$ cat config.mk
export PLATFORM = sky130hd
export DESIGN_NAME = brl_exec
export DESIGN_NICKNAME = d
export VERILOG_FILES = /design/src/core/brl_pkg.sv /design/src/core/brl_dec_if.sv /design/src/core/brl_decode.sv /design/src/core/brl_bitop.sv /design/src/core/brl_exec.sv
export SDC_FILE = /design/constraint.sdc
export NUM_CORES = 1
export LEC_CHECK = 0
export BUFFER_PORTS_ARGS = -buffer_cell sky130_fd_sc_hd__buf_2
export CAP_MARGIN = 15
export CORE_MARGIN = 2
export CORE_UTILIZATION = 50
export DETAILED_ROUTE_END_ITERATION = 8
export PLACE_DENSITY = 0.8
export SYNTH_ARGS = -nofsm -noshare
export SYNTH_HDL_FRONTEND = slang
export SYNTH_SLANG_ARGS = --single-unit
$ cat constraint.sdc
create_clock -name clk_sys -period 2.2 [get_ports clk_sys]
set_input_delay 0.55 -clock clk_sys [delete_from_list [all_inputs] [get_ports clk_sys]]
set_output_delay 0.55 -clock clk_sys [all_outputs]
set_load 0.005 [all_outputs]
$ cat src/core/brl_pkg.sv
// package: opcode encodings, field positions and status layout
package brl_pkg;

    // ----------------------------------------------------------------
    // instruction word fields
    // ----------------------------------------------------------------
    localparam int INSN_W = 12;
    localparam int DATA_W = 8;
    localparam int ADDR_W = 5;
    localparam int OP4_HI = 11;
    localparam int OP4_LO = 8;
    localparam int OP6_HI = 11;
    localparam int OP6_LO = 6;
    localparam int DEST_POS = 5;
    localparam int BIT_HI = 7;
    localparam int BIT_LO = 5;
    localparam int FILE_HI = 4;
    localparam int FILE_LO = 0;
    localparam int LIT_HI = 7;
    localparam int LIT_LO = 0;

    // ----------------------------------------------------------------
    // byte-wide file opcodes, bits 11..6
    // ----------------------------------------------------------------
    localparam logic [5:0] OP_INVERT = 6'h09;
    localparam logic [5:0] OP_ROT_RIGHT = 6'h0C;
    localparam logic [5:0] OP_ROT_LEFT = 6'h0D;
    localparam logic [5:0] OP_NIB_EXCH = 6'h0E;

    // ----------------------------------------------------------------
    // bit-level and literal opcodes, bits 11..8
    // ----------------------------------------------------------------
    localparam logic [3:0] OP_CLR_BIT = 4'h4;
    localparam logic [3:0] OP_SET_BIT = 4'h5;
    localparam logic [3:0] OP_SKIP_LOW = 4'h6;
    localparam logic [3:0] OP_SKIP_HIGH = 4'h7;
    localparam logic [3:0] OP_LOAD_IMM = 4'hC;
    localparam logic [3:0] OP_MASK_IMM = 4'hE;

    // ----------------------------------------------------------------
    // status bit positions and reset values
    // ----------------------------------------------------------------
    localparam int ST_CARRY = 0;
    localparam int ST_DCARRY = 1;
    localparam int ST_ZERO = 2;
    localparam logic [2:0] STATUS_RST = 3'h0;
    localparam logic [7:0] ACC_RST = 8'h00;
    localparam logic [7:0] ZERO_BYTE = 8'h00;
    localparam logic [4:0] INDIRECT_ADDR = 5'h00;
    localparam logic [4:0] FSR_ADDR = 5'h04;
    localparam logic [11:0] NOP_WORD = 12'h000;

    typedef enum logic [1:0] {
        BRL_IDLE = 2'b01,
        BRL_EXEC = 2'b10
    } brl_state_type;

endpackage : brl_pkg

$ cat src/core/brl_dec_if.sv
// interface: decoded instruction fields between decoder and datapath
`timescale 1ns/1ps
interface brl_dec_if;
    logic [4:0] file_addr;
    logic [2:0] bit_num;
    logic [7:0] literal;
    logic dest_file;
    logic is_invert;
    logic is_rot_left;
    logic is_rot_right;
    logic is_nib_exch;
    logic is_clr_bit;
    logic is_set_bit;
    logic is_skip_low;
    logic is_skip_high;
    logic is_load_imm;
    logic is_mask_imm;
    modport dec (output file_addr, bit_num, literal, dest_file, is_invert,
        is_rot_left, is_rot_right, is_nib_exch, is_clr_bit, is_set_bit,
        is_skip_low, is_skip_high, is_load_imm, is_mask_imm);
    modport exe (input file_addr, bit_num, literal, dest_file, is_invert,
        is_rot_left, is_rot_right, is_nib_exch, is_clr_bit, is_set_bit,
        is_skip_low, is_skip_high, is_load_imm, is_mask_imm);
endinterface : brl_dec_if

$ cat src/core/brl_decode.sv
// module: field decoder for file, bit-level and literal instructions
`timescale 1ns/1ps
module brl_decode import brl_pkg::*; (
    input wire logic [11:0] insn, // instruction word, already skip-gated
    brl_dec_if.dec d // decoded fields
);
    wire [5:0] op6 = insn[OP6_HI:OP6_LO];
    wire [3:0] op4 = insn[OP4_HI:OP4_LO];

    assign d.file_addr = insn[FILE_HI:FILE_LO];
    assign d.bit_num = insn[BIT_HI:BIT_LO];
    assign d.literal = insn[LIT_HI:LIT_LO];
    assign d.dest_file = insn[DEST_POS];
    assign d.is_invert = (op6 == OP_INVERT);
    assign d.is_rot_left = (op6 == OP_ROT_LEFT);
    assign d.is_rot_right = (op6 == OP_ROT_RIGHT);
    assign d.is_nib_exch = (op6 == OP_NIB_EXCH);
    assign d.is_clr_bit = (op4 == OP_CLR_BIT);
    assign d.is_set_bit = (op4 == OP_SET_BIT);
    assign d.is_skip_low = (op4 == OP_SKIP_LOW);
    assign d.is_skip_high = (op4 == OP_SKIP_HIGH);
    assign d.is_load_imm = (op4 == OP_LOAD_IMM);
    assign d.is_mask_imm = (op4 == OP_MASK_IMM);
endmodule : brl_decode

$ cat src/core/brl_bitop.sv
// module: single-bit clear, set and test on a byte
`timescale 1ns/1ps
module brl_bitop import brl_pkg::*; (
    input wire logic [7:0] din, // operand byte
    input wire logic [2:0] sel, // bit number
    input wire logic val, // value forced into the bit
    output logic [7:0] dout, // byte with the bit forced
    output logic tbit // selected bit before change
);
    genvar i;
    generate
        for (i = 0; i < DATA_W; i++) begin : g_bit
            assign dout[i] = (sel == 3'(i)) ? val : din[i];
        end
    endgenerate
    assign tbit = din[sel];
endmodule : brl_bitop

$ cat src/core/brl_exec.sv
// module: execution of invert, rotate, swap, bit and literal instructions
`timescale 1ns/1ps
module brl_exec import brl_pkg::*; (
    input wire logic clk_sys, // 50 MHz core clock
    input wire logic nrst, // synchronous reset, active low
    input wire logic insn_valid, // fetched word present this cycle
    input wire logic [11:0] insn_word, // fetched instruction word
    input wire logic [7:0] rf_rdata, // register file read data
    input wire logic [7:0] fsr_value, // file select register contents
    output logic [4:0] rf_raddr, // register file read address
    output logic rf_we, // register file write strobe
    output logic [4:0] rf_waddr, // register file write address
    output logic [7:0] rf_wdata, // register file write data
    output logic [7:0] acc, // accumulator
    output logic [2:0] status, // zero, digit carry, carry
    output logic skip_req, // next fetched word will be cancelled
    output logic busy // instruction in execute stage
);
    // ----------------------------------------------------------------
    // fetch stage: skip gating and operand address
    // ----------------------------------------------------------------
    logic skip_q, skip_d;
    logic [11:0] word_q;
    logic valid_q;
    brl_state_type state_q, state_d;
    logic [7:0] acc_q, acc_d;
    logic [2:0] st_q, st_d;
    logic we_q, we_d;
    logic [4:0] waddr_q;
    logic [7:0] wdata_q, wdata_d;
    logic [4:0] raddr_q;

    // a cancelled word is replaced by a no-op before decode
    wire take_word = insn_valid && !skip_q;
    wire [11:0] gated_word = take_word ? insn_word : NOP_WORD;
    wire [4:0] dir_addr = insn_word[FILE_HI:FILE_LO];
    // address 0 goes through the file select register
    wire [4:0] eff_addr = (dir_addr == INDIRECT_ADDR) ?
        fsr_value[FILE_HI:FILE_LO] : dir_addr;

    always_ff @(posedge clk_sys) begin
        if (!nrst) begin
            word_q <= NOP_WORD;
            valid_q <= 1'b0;
            raddr_q <= INDIRECT_ADDR;
        end else begin
            word_q <= gated_word;
            valid_q <= take_word;
            raddr_q <= eff_addr;
        end
    end

    // ----------------------------------------------------------------
    // execute stage: decode and datapath
    // ----------------------------------------------------------------
    brl_dec_if dif ();

    brl_decode u_dec (
        .insn(word_q),
        .d(dif.dec)
    );

    wire [7:0] src = rf_rdata;
    wire cin = st_q[ST_CARRY];
    wire bit_val = dif.is_set_bit;
    wire [7:0] bit_res;
    wire tested;

    brl_bitop u_bit (
        .din(src),
        .sel(dif.bit_num),
        .val(bit_val),
        .dout(bit_res),
        .tbit(tested)
    );

    wire [7:0] inv_res = ~src;
    wire [8:0] rl_ring = {src, cin};
    wire [7:0] rl_res = rl_ring[7:0];
    wire rl_cout = src[7];
    wire [7:0] rr_res = {cin, src[7:1]};
    wire rr_cout = src[0];
    wire [7:0] nx_res = {src[3:0], src[7:4]};
    wire [7:0] mask_res = acc_q & dif.literal;
    wire mask_zero = (mask_res == ZERO_BYTE);

    wire byte_op = dif.is_invert || dif.is_rot_left || dif.is_rot_right ||
        dif.is_nib_exch;
    wire bit_op = dif.is_clr_bit || dif.is_set_bit;
    wire [7:0] byte_res = dif.is_invert ? inv_res :
        dif.is_rot_left ? rl_res :
        dif.is_rot_right ? rr_res : nx_res;
    wire skip_hit = (dif.is_skip_low && !tested) ||
        (dif.is_skip_high && tested);

    always_comb begin
        acc_d = acc_q;
        st_d = st_q;
        we_d = 1'b0;
        wdata_d = wdata_q;
        skip_d = 1'b0;
        if (valid_q) begin
            if (byte_op) begin
                if (dif.dest_file) begin
                    we_d = 1'b1;
                    wdata_d = byte_res;
                end else begin
                    acc_d = byte_res;
                end
                // nibble exchange and invert leave carry as is
                if (dif.is_rot_left) begin
                    st_d[ST_CARRY] = rl_cout;
                end
                if (dif.is_rot_right) begin
                    st_d[ST_CARRY] = rr_cout;
                end
            end
            if (dif.is_invert) begin
                st_d[ST_ZERO] = (inv_res == ZERO_BYTE);
            end
            if (bit_op) begin
                we_d = 1'b1;
                wdata_d = bit_res;
            end
            skip_d = skip_hit;
            if (dif.is_load_imm) begin
                acc_d = dif.literal;
            end
            if (dif.is_mask_imm) begin
                acc_d = mask_res;
                st_d[ST_ZERO] = mask_zero;
            end
        end
    end

    // the state only tracks whether the execute stage holds a word; the
    // default branch pulls an illegal code back to idle
    always_comb begin
        case (state_q)
            BRL_IDLE: begin
                state_d = take_word ? BRL_EXEC : BRL_IDLE;
            end
            BRL_EXEC: begin
                state_d = take_word ? BRL_EXEC : BRL_IDLE;
            end
            default: begin
                state_d = BRL_IDLE;
            end
        endcase
    end

    always_ff @(posedge clk_sys) begin
        if (!nrst) begin
            acc_q <= ACC_RST;
            st_q <= STATUS_RST;
            we_q <= 1'b0;
            waddr_q <= INDIRECT_ADDR;
            wdata_q <= ZERO_BYTE;
            skip_q <= 1'b0;
            state_q <= BRL_IDLE;
        end else begin
            acc_q <= acc_d;
            st_q <= st_d;
            we_q <= we_d;
            waddr_q <= raddr_q;
            wdata_q <= wdata_d;
            skip_q <= skip_d;
            state_q <= state_d;
        end
    end

    // ----------------------------------------------------------------
    // outputs
    // ----------------------------------------------------------------
    assign rf_raddr = raddr_q;
    assign rf_we = we_q;
    assign rf_waddr = waddr_q;
    assign rf_wdata = wdata_q;
    assign acc = acc_q;
    assign status = st_q;
    assign skip_req = skip_q;
    assign busy = state_q[1]; // execute bit of the one-hot code

    // ----------------------------------------------------------------
    // assertions
    // ----------------------------------------------------------------
    invert_write_a: assert property (@(posedge clk_sys) disable iff (!nrst)
        valid_q && dif.is_invert && dif.dest_file |=> rf_we &&
        rf_wdata == ~$past(src) && acc == $past(acc_q))
        else $error("invert result wrong");
    dest_acc_a: assert property (@(posedge clk_sys) disable iff (!nrst)
        valid_q && byte_op && !dif.dest_file |=> !rf_we)
        else $error("file written with destination 0");
    rotl_ring_a: assert property (@(posedge clk_sys) disable iff (!nrst)
        valid_q && dif.is_rot_left && dif.dest_file |=>
        {status[ST_CARRY], rf_wdata} ==
        {$past(src), $past(cin)})
        else $error("left rotate ring wrong");
    rotl_flags_a: assert property (@(posedge clk_sys) disable iff (!nrst)
        valid_q && dif.is_rot_left |=>
        status[2:1] == $past(st_q[2:1]))
        else $error("left rotate touched other flags");
    rotr_ring_a: assert property (@(posedge clk_sys) disable iff (!nrst)
        valid_q && dif.is_rot_right && !dif.dest_file |=>
        acc == {$past(cin), $past(src[7:1])} &&
        status[ST_CARRY] == $past(src[0]))
        else $error("right rotate wrong");
    swap_flags_a: assert property (@(posedge clk_sys) disable iff (!nrst)
        valid_q && (dif.is_nib_exch || bit_op || dif.is_load_imm) |=>
        $stable(status))
        else $error("flags changed");
    bit_clear_a: assert property (@(posedge clk_sys) disable iff (!nrst)
        valid_q && dif.is_clr_bit |=> rf_we &&
        rf_wdata == ($past(src) & ~(8'h01 << $past(dif.bit_num))))
        else $error("bit clear wrong");
    skip_next_a: assert property (@(posedge clk_sys) disable iff (!nrst)
        skip_q |=> !valid_q && !busy)
        else $error("skipped word executed");
    mask_zero_a: assert property (@(posedge clk_sys) disable iff (!nrst)
        valid_q && dif.is_mask_imm |=>
        acc == ($past(acc_q) & $past(word_q[LIT_HI:LIT_LO])) &&
        status[ST_ZERO] == (acc == 8'h00))
        else $error("mask result or zero flag wrong");
    mask_flags_a: assert property (@(posedge clk_sys) disable iff (!nrst)
        valid_q && dif.is_mask_imm |=> status[ST_DCARRY:ST_CARRY] ==
        $past(st_q[ST_DCARRY:ST_CARRY]))
        else $error("mask touched carry flags");
    bit_set_a: assert property (@(posedge clk_sys) disable iff (!nrst)
        valid_q && dif.is_set_bit |=> rf_we &&
        rf_wdata == ($past(src) | (8'h01 << $past(dif.bit_num))))
        else $error("bit set wrong");
    load_imm_a: assert property (@(posedge clk_sys) disable iff (!nrst)
        valid_q && dif.is_load_imm |=> !rf_we &&
        acc == $past(word_q[LIT_HI:LIT_LO]))
        else $error("load immediate wrong");
    no_write_a: assert property (@(posedge clk_sys) disable iff (!nrst)
        valid_q && (dif.is_load_imm || dif.is_mask_imm) |=>
        !rf_we)
        else $error("literal word wrote the file");
    swap_result_a: assert property (@(posedge clk_sys) disable iff (!nrst)
        valid_q && dif.is_nib_exch && !dif.dest_file |=>
        acc == {$past(src[3:0]), $past(src[7:4])})
        else $error("nibble exchange wrong");
    rotl_acc_a: assert property (@(posedge clk_sys) disable iff (!nrst)
        valid_q && dif.is_rot_left && !dif.dest_file |=>
        acc == {$past(src[6:0]), $past(cin)})
        else $error("left rotate into accumulator wrong");
    invert_zero_a: assert property (@(posedge clk_sys) disable iff (!nrst)
        valid_q && dif.is_invert |=>
        status[ST_ZERO] == ($past(src) == 8'hFF))
        else $error("invert zero flag wrong");

    // ----------------------------------------------------------------
    // assertions: fetch, addressing and skip
    // ----------------------------------------------------------------
    // expectations are rebuilt from the word and the read data, so a
    // broken selector cannot agree with itself
    fetch_take_a: assert property (@(posedge clk_sys) disable iff (!nrst)
        insn_valid && !skip_req |=> busy)
        else $error("offered word not taken");
    direct_addr_a: assert property (@(posedge clk_sys) disable iff (!nrst)
        insn_valid && insn_word[FILE_HI:FILE_LO] != INDIRECT_ADDR |=>
        rf_raddr == $past(insn_word[FILE_HI:FILE_LO]))
        else $error("direct operand address wrong");
    indirect_addr_a: assert property (@(posedge clk_sys) disable iff (!nrst)
        insn_valid && insn_word[FILE_HI:FILE_LO] == INDIRECT_ADDR |=>
        rf_raddr == $past(fsr_value[FILE_HI:FILE_LO]))
        else $error("indirect operand address wrong");
    write_addr_a: assert property (@(posedge clk_sys) disable iff (!nrst)
        valid_q && (bit_op || (byte_op && dif.dest_file)) |=>
        rf_we && rf_waddr == $past(rf_raddr))
        else $error("write address wrong");
    skip_low_a: assert property (@(posedge clk_sys) disable iff (!nrst)
        valid_q && dif.is_skip_low |=> !rf_we && $stable(status) &&
        skip_req == !$past(src[dif.bit_num]))
        else $error("skip when low wrong");
    skip_high_a: assert property (@(posedge clk_sys) disable iff (!nrst)
        valid_q && dif.is_skip_high |=> !rf_we && $stable(status) &&
        skip_req == $past(src[dif.bit_num]))
        else $error("skip when high wrong");
endmodule : brl_exec

== Word level (Yosys, flattened, before mapping) ==
Index checks and enable logic that the tools add are counted.

* Register bits: 45
* Input port bits: 31
* Output and inout port bits: 32
* Logic and storage cells: 90

* $lt $le $gt $ge: 1
* Eq/ne operators: 20
* Muxes and demuxes: 29
* Bitwise logic cells: 2
* Reduce and logical (&&, ||, !) cells: 27

{| class="wikitable"
|+ Operator list
! operator !! number
|-
| $mux W8 || 10
|-
| $eq A6 B4 Y1 const B || 4
|-
| $eq A4 B3 Y1 const B || 4
|-
| $logic_not A8 Y1 || 2
|-
| $mux W1 || 16
|-
| $eq A3 B3 Y1 const B || 4
|-
| $reduce_and A3 Y1 || 3
|-
| $and A8 B8 Y8 || 1
|-
| $eq A4 B4 Y1 const B || 2
|-
| $not A8 Y8 || 1
|-
| $reduce_and A2 Y1 || 4
|-
| $reduce_bool A2 Y1 || 4
|-
| $eq A3 B2 Y1 const B || 2
|-
| $logic_not A5 Y1 || 1
|-
| $logic_or A1 B1 Y1 || 5
|-
| $mux W5 || 1
|-
| $lt A3 B4 Y1 const B || 1
|-
| $bmux W1 S3 || 1
|-
| $eq A3 B1 Y1 const B || 1
|-
| $logic_and A1 B1 Y1 || 3
|-
| $logic_not A3 Y1 || 1
|-
| $ne A3 B1 Y1 const B || 1
|-
| $reduce_bool A3 Y1 || 1
|-
| $eq A2 B1 Y1 const B || 1
|-
| other kinds (4) || 5
|}

== Logic depth before layout (Yosys ltp) ==
* Word-level depth: 8
* Depth in mapped cells: 7
* Gate-level depth less buffers: 5

== Modules after synthesis ==
From an unflattened synthesis, not the netlist that was laid out.

* Cells, all modules: 314
* Area, all modules: 2697.6 um^2

{| class="wikitable"
|+ Modules (own cells, without submodules)
! module !! instances !! cells an instance !! area each (um^2) !! sequential area each (um^2)
|-
| brl_exec || 1 || 260 || 2234.6 || 900.9
|-
| brl_decode || 1 || 32 || 235.2 || 0.0
|-
| brl_bitop || 1 || 22 || 227.7 || 0.0
|}

== Least setup slack after synthesis ==
OpenSTA, ideal clock, no wires.

* Path kind: register to register
* Start: reg word_q[9]
* End: reg acc_q[0], in the netlist acc[0]
* Library setup time: 114 ps
* Arrival: 1602 ps
* Required time: 2086 ps
* Path slack: 484 ps
* Cell stages (with the launch flop): 7
* Buffers on the path: 1
* Period minus slack after synthesis: 1716 ps
* Cells stage by stage: dfxtp_1 > or3b_4 > nor4b_4 > o21ai_2 > and2_4 > buf_6 > a21o_1

* Word-level cells in the longest chain between the ends: 8
* Elaborated cells on any way between the ends: 19
* Those cells by class: eq/ne: 7; mux: 7; reduce/logical: 5

{| class="wikitable"
|+ RTL lines
! what !! line !! source
|-
| start, declared || brl_exec.sv:23 || <nowiki>logic [11:0] word_q;</nowiki>
|-
| start signal, assigned || brl_exec.sv:47 || <nowiki>word_q <= gated_word;</nowiki>
|-
| $eq A6 B4 Y1 || brl_decode.sv:16 || <nowiki>assign d.is_rot_right = (op6 == OP_ROT_RIGHT);</nowiki>
|-
| $mux W8 || brl_exec.sv:92 || <nowiki>dif.is_rot_right ? rr_res : nx_res;</nowiki>
|-
| $mux W8 || brl_exec.sv:91 || <nowiki>dif.is_rot_left ? rl_res :</nowiki>
|-
| $mux W8 || brl_exec.sv:90 || <nowiki>wire [7:0] byte_res = dif.is_invert ? inv_res :</nowiki>
|-
| $mux W8 || brl_exec.sv:104 || <nowiki>if (dif.dest_file) begin</nowiki>
|-
| $mux W8 || brl_exec.sv:103 || <nowiki>if (byte_op) begin</nowiki>
|-
| $mux W8 || brl_exec.sv:126 || <nowiki>if (dif.is_load_imm) begin</nowiki>
|-
| $mux W8 || brl_exec.sv:129 || <nowiki>if (dif.is_mask_imm) begin</nowiki>
|-
| end signal, assigned || brl_exec.sv:154 || <nowiki>acc_q <= ACC_RST;</nowiki>
|-
| end signal, assigned || brl_exec.sv:162 || <nowiki>acc_q <= acc_d;</nowiki>
|-
| end, declared || brl_exec.sv:26 || <nowiki>logic [7:0] acc_q, acc_d;</nowiki>
|}

Several ways; a longest one is shown, not always the timed one. The select of a mux whose other input is x is not followed.
A chain may end at the register's enable or synchronous reset.

== Worst setup path in the final report ==
* Start: reg word_q[11]
* End: reg acc_q[7], in the netlist acc[7]

Same word-level chain as after synthesis.

==> results.py <==
metrics = {
    "outcome": {
        "outcome": "completed",
    },
    "pwr": {
        "total_switching_power_w": 0.0004258,
        "vdd_drop_max_mv": 0.5247,
        "cellLeakagePower_nw": 1.205,
        "total_power_per_unit_cell_area_mw_per_mm2": 611.8,
        "power_switching_share_pct": 25.08,
        "internal_power_w": 0.001272,
        "combinational_group_share_of_total_power_pct": 12.1,
        "power_frac_seq_pct": 50.5,
        "fin_total_pwr_w": 0.001698,
        "clockPowerShare_pct": 37.4,
    },
    "synth": {
        "synthFlopType": "sky130_fd_sc_hd__dfxtp_1",
        "synth-edff-count": 0,
        "yosysTopAreaCellShare_pct": 38.56,
        "async_reset_ff_share_pct": 0,
        "number_of_flip_flops_and_latches_in_the_synthesized_netlist": 45,
        "yosysWarnings": 0,
        "synth.cells.most_frequent": "45 x sky130_fd_sc_hd__dfxtp_1, 23 x sky130_fd_sc_hd__nor2_1, 18 x sky130_fd_sc_hd__and2_1",
        "syn_nets": 290,
        "yosysUniqueCellTypes": 51,
        "synth_top_cells_by_area": "sky130_fd_sc_hd__dfxtp_1 39%, sky130_fd_sc_hd__mux2i_1 7.3%, sky130_fd_sc_hd__and2_1 4.8%, sky130_fd_sc_hd__nor2_1 3.7%, sky130_fd_sc_hd__nand3b_1 3.5%",
        "synthesis.area_per_instance_sq_um": 9.019,
        "post_synth_instance_area_sq_mm": 0.002336,
        "yosysTopAreaCell": "sky130_fd_sc_hd__dfxtp_1",
        "synth_cells": 259,
        "synth.most_common_cell": "sky130_fd_sc_hd__dfxtp_1",
        "share_of_the_yosys_chip_area_belonging_to_registers_pct": 38.56,
    },
    "route": {
        "drt_iter0_markers": 156,
        "drt-total-wl_mm": 5.527,
        "avgRoutedWirePerCell_microns": 15.18,
        "vias_per_cell": 5.673,
        "route.detailed.drc": 0,
        "drtPass1Iterations": 4,
        "num_vias": 2065,
        "postRouteAntennaNets": 0,
    },
    "clock_tree": {
        "clock_tree.root_cell": "sky130_fd_sc_hd__clkbuf_8",
        "post_cts.repair.setup_buffers": 0,
        "insertion_delay_of_the_later_clocked_pin_in_the_worst_skew_pair_ps": 300,
        "tritoncts": "yes",
        "total_clock_buffers_created_by_cts": 5,
        "cts.sink_count": 45,
        "cts_resized": 0,
        "cts-hold-fix-buffers": 0,
        "clk_path_buf_depth": 2,
        "worst_setup_hold_path_clk_slew_ps": 80,
        "cts_max_level": 2,
    },
    "hold_path": {
        "worst_hold_path_type": "input pin to flip-flop",
        "min_to": "word_q[11]$_SDFF_PN0_",
        "startpoint_of_the_lowest_slack_hold_path": "insn_word[11]",
        "whs_path_depth": 2,
    },
    "critical_path": {
        "launch_point_of_the_critical_path": "word_q[11]$_SDFF_PN0_",
        "regToRegEndpoint": "acc[7]$_SDFFE_PN0P_",
        "worst-setup-path-type": "flip-flop to flip-flop",
        "critPathRequiredTime_ps": 2380,
        "path_max_fanout": 10,
        "critical_path.startpoint_type": "flip-flop",
        "ff2ff_setup_slack_ps": 280,
        "cp.arrival_ps": 2100,
        "worst_r2r_startpoint": "word_q[11]$_SDFF_PN0_",
        "endpoint_kind": "flip-flop",
        "timing.reg2reg.worst_path_depth": 6,
    },
    "timing": {
        "relSlewSlack_pct": 64.23,
        "setup_violations_final": 0,
        "rsz0062_at_grt": "no",
        "final_max_slew_viol_count": 0,
        "achievable-frequency_mhz": 521.2,
        "tightest_slew_ps": 529.1,
        "period_minus_slack_ps": 1919,
        "min_period_over_period_pct": 87.21,
        "finalHoldViolCount": 0,
        "tns_ps": 0,
        "clock-skew-final_ps": 3.312,
    },
    "global_route": {
        "grt_pass1_wl_mm": 9.259,
        "grt_overflow_total": 0,
        "globalRouteTotalUtil_pct": 22.77,
        "grt_antenna_before_repair": 0,
        "via_count_of_the_first_global_routing_pass": 2015,
        "grt_max_degree": 27,
    },
    "finish": {
        "antenna-diode-count": 0,
        "final_nets": 342,
        "ratio_of_cells_with_drive_above_1_in_the_final_layout_pct": 28.21,
        "nFillCells": 388,
        "post-route-util_pct": 62.87,
        "area_growth_pct": 18.80,
        "count_of_placed_standard_cells_in_the_final_layout_fillers_left_out": 364,
    },
    "floorplanning": {
        "floorplan.core_area_sq_mm": 0.004414,
        "io-pin-count": 63,
        "floorplan.die.height_microns": 72.35,
        "rows": 24,
        "initial_core_util_pct": 52.92,
        "fp.dieArea_sq_mm": 0.005235,
        "floorplan.die.width_microns": 72.35,
    },
    "placement": {
        "gp_routability_congestion": 0.8764,
        "dp.final_hpwl_mm": 4.009,
        "port-buffer-count": 58,
        "dpl.cell_count": 356,
    },
    "flow_run": {
        "maxCapViolCount": 0,
    },
}
## layout make-up
class,instances,area [sq um],area share (%)
inverter,4,15.01,0.5410
sequential,45,900.9,32.46
timing repair buffer,66,362.8,13.07
clock buffer,5,68.82,2.480
multi-input combinational,189,1319,47.52
clock inverter,3,43.79,1.578
tap,52,65.06,2.344
## how the worst max path moves through the flow
| stage | to | slack [ps] | depth (start not counted) |
|---|---|---|---|
| finish | acc[7]$_SDFFE_PN0P_ | 280 | 6 |
| floorplan | acc[0]$_SDFFE_PN0P_ | 480 | 6 |
| detailed placement | acc[7]$_SDFFE_PN0P_ | 340 | 6 |
| CTS | acc[7]$_SDFFE_PN0P_ | 300 | 6 |
| global placement | acc[7]$_SDFFE_PN0P_ | 350 | 6 |
| global route | acc[7]$_SDFFE_PN0P_ | 100 | 6 |
## cells by family (layout without fill, tap and decap cells)
group / count (synthesis) / after routing / share of synthesized area (%)
other: 1 / 1 / 0.1605
flip-flops: 45 / 45 / 38.56
AND/OR/NAND/NOR: 107 / 107 / 26.73
XOR/XNOR: 2 / 2 / 0.7500
multiplexers: 20 / 20 / 9.694
buffers and inverters: 25 / 78 / 4.981
AO/OA/AOI/OAI: 59 / 59 / 19.12
## layer usage
layer / routed length (microns) / track usage, %
met5: 0 / 0
met1: 2513 / 30.27
met3: 419 / 5.139
met2: 2492 / 35.98
met4: 102 / 8.805
## flip-flops by register name (all words and copies together), names as in the netlist
register,flops
status,2
rf_raddr,5
state_q,2
skip_req,1
valid_q,1
word_q,12
acc,8
rf_waddr,5
rf_wdata,8
rf_we,1
## critical path: stages, from the launching register on
cell and delay, ps:
sky130_fd_sc_hd__dfxtp_1 360, sky130_fd_sc_hd__or4b_1 500, sky130_fd_sc_hd__buf_4 200, sky130_fd_sc_hd__o21ai_0 290
sky130_fd_sc_hd__nor2_1 70, sky130_fd_sc_hd__a311oi_1 250, sky130_fd_sc_hd__a221oi_1 110
## placed cells by master, fill, tap and decap left out, types with 2 or more instances in the layout
master / Yosys / routed
sky130_fd_sc_hd__buf_2: 2 / 58
sky130_fd_sc_hd__dfxtp_1: 45 / 45
sky130_fd_sc_hd__nor2_1: 23 / 23
sky130_fd_sc_hd__and2_1: 18 / 18
sky130_fd_sc_hd__mux2i_1: 17 / 17
sky130_fd_sc_hd__nand2_1: 15 / 15
sky130_fd_sc_hd__a21oi_1: 15 / 15
sky130_fd_sc_hd__nand3b_1: 11 / 11
sky130_fd_sc_hd__nand3_1: 10 / 10
sky130_fd_sc_hd__a22o_1: 8 / 8
sky130_fd_sc_hd__a21o_1: 7 / 7
sky130_fd_sc_hd__buf_4: 1 / 7
sky130_fd_sc_hd__a211oi_1: 6 / 6
sky130_fd_sc_hd__nand2b_1: 6 / 6
sky130_fd_sc_hd__o31ai_1: 6 / 6
sky130_fd_sc_hd__nor3b_1: 5 / 5
sky130_fd_sc_hd__clkbuf_8: 0 / 5
sky130_fd_sc_hd__inv_1: 4 / 4
sky130_fd_sc_hd__nor2_2: 3 / 3
sky130_fd_sc_hd__a221oi_1: 3 / 3
sky130_fd_sc_hd__o21ai_0: 3 / 3
sky130_fd_sc_hd__o21bai_4: 2 / 2
sky130_fd_sc_hd__nor3_1: 2 / 2
sky130_fd_sc_hd__mux4_2: 2 / 2
sky130_fd_sc_hd__nor4b_1: 2 / 2
sky130_fd_sc_hd__nand4_1: 2 / 2
sky130_fd_sc_hd__a22oi_1: 2 / 2
## power groups by stage
stage	clock, W	sequential, W	combinational [W]
2_1_floorplan	0	0.000869	0.000135
3_3_place_gp	0	0.000874	0.000201
3_5_place_dp	0	0.000876	0.000204
4_1_cts	0.000647	0.000856	0.000205
5_1_grt	0.000683	0.000860	0.000227
6_report	0.000636	0.000857	0.000205
## through the flow
| step | cell area (sq um) | hold slack, ps | worst slack [ps] |
|---|---|---|---|
| global placement | 2663 | 437.2 | 347.8 |
| detailed placement | 2663 | 442.0 | 335.1 |
| floorplan | 2336 | 458.6 | 483.7 |
| finish | 2775 | 444.0 | 281.4 |
| global route | 2775 | 436.8 | 101.0 |
| CTS | 2775 | 435.6 | 301.4 |
Power figures use the tool's default switching activity.
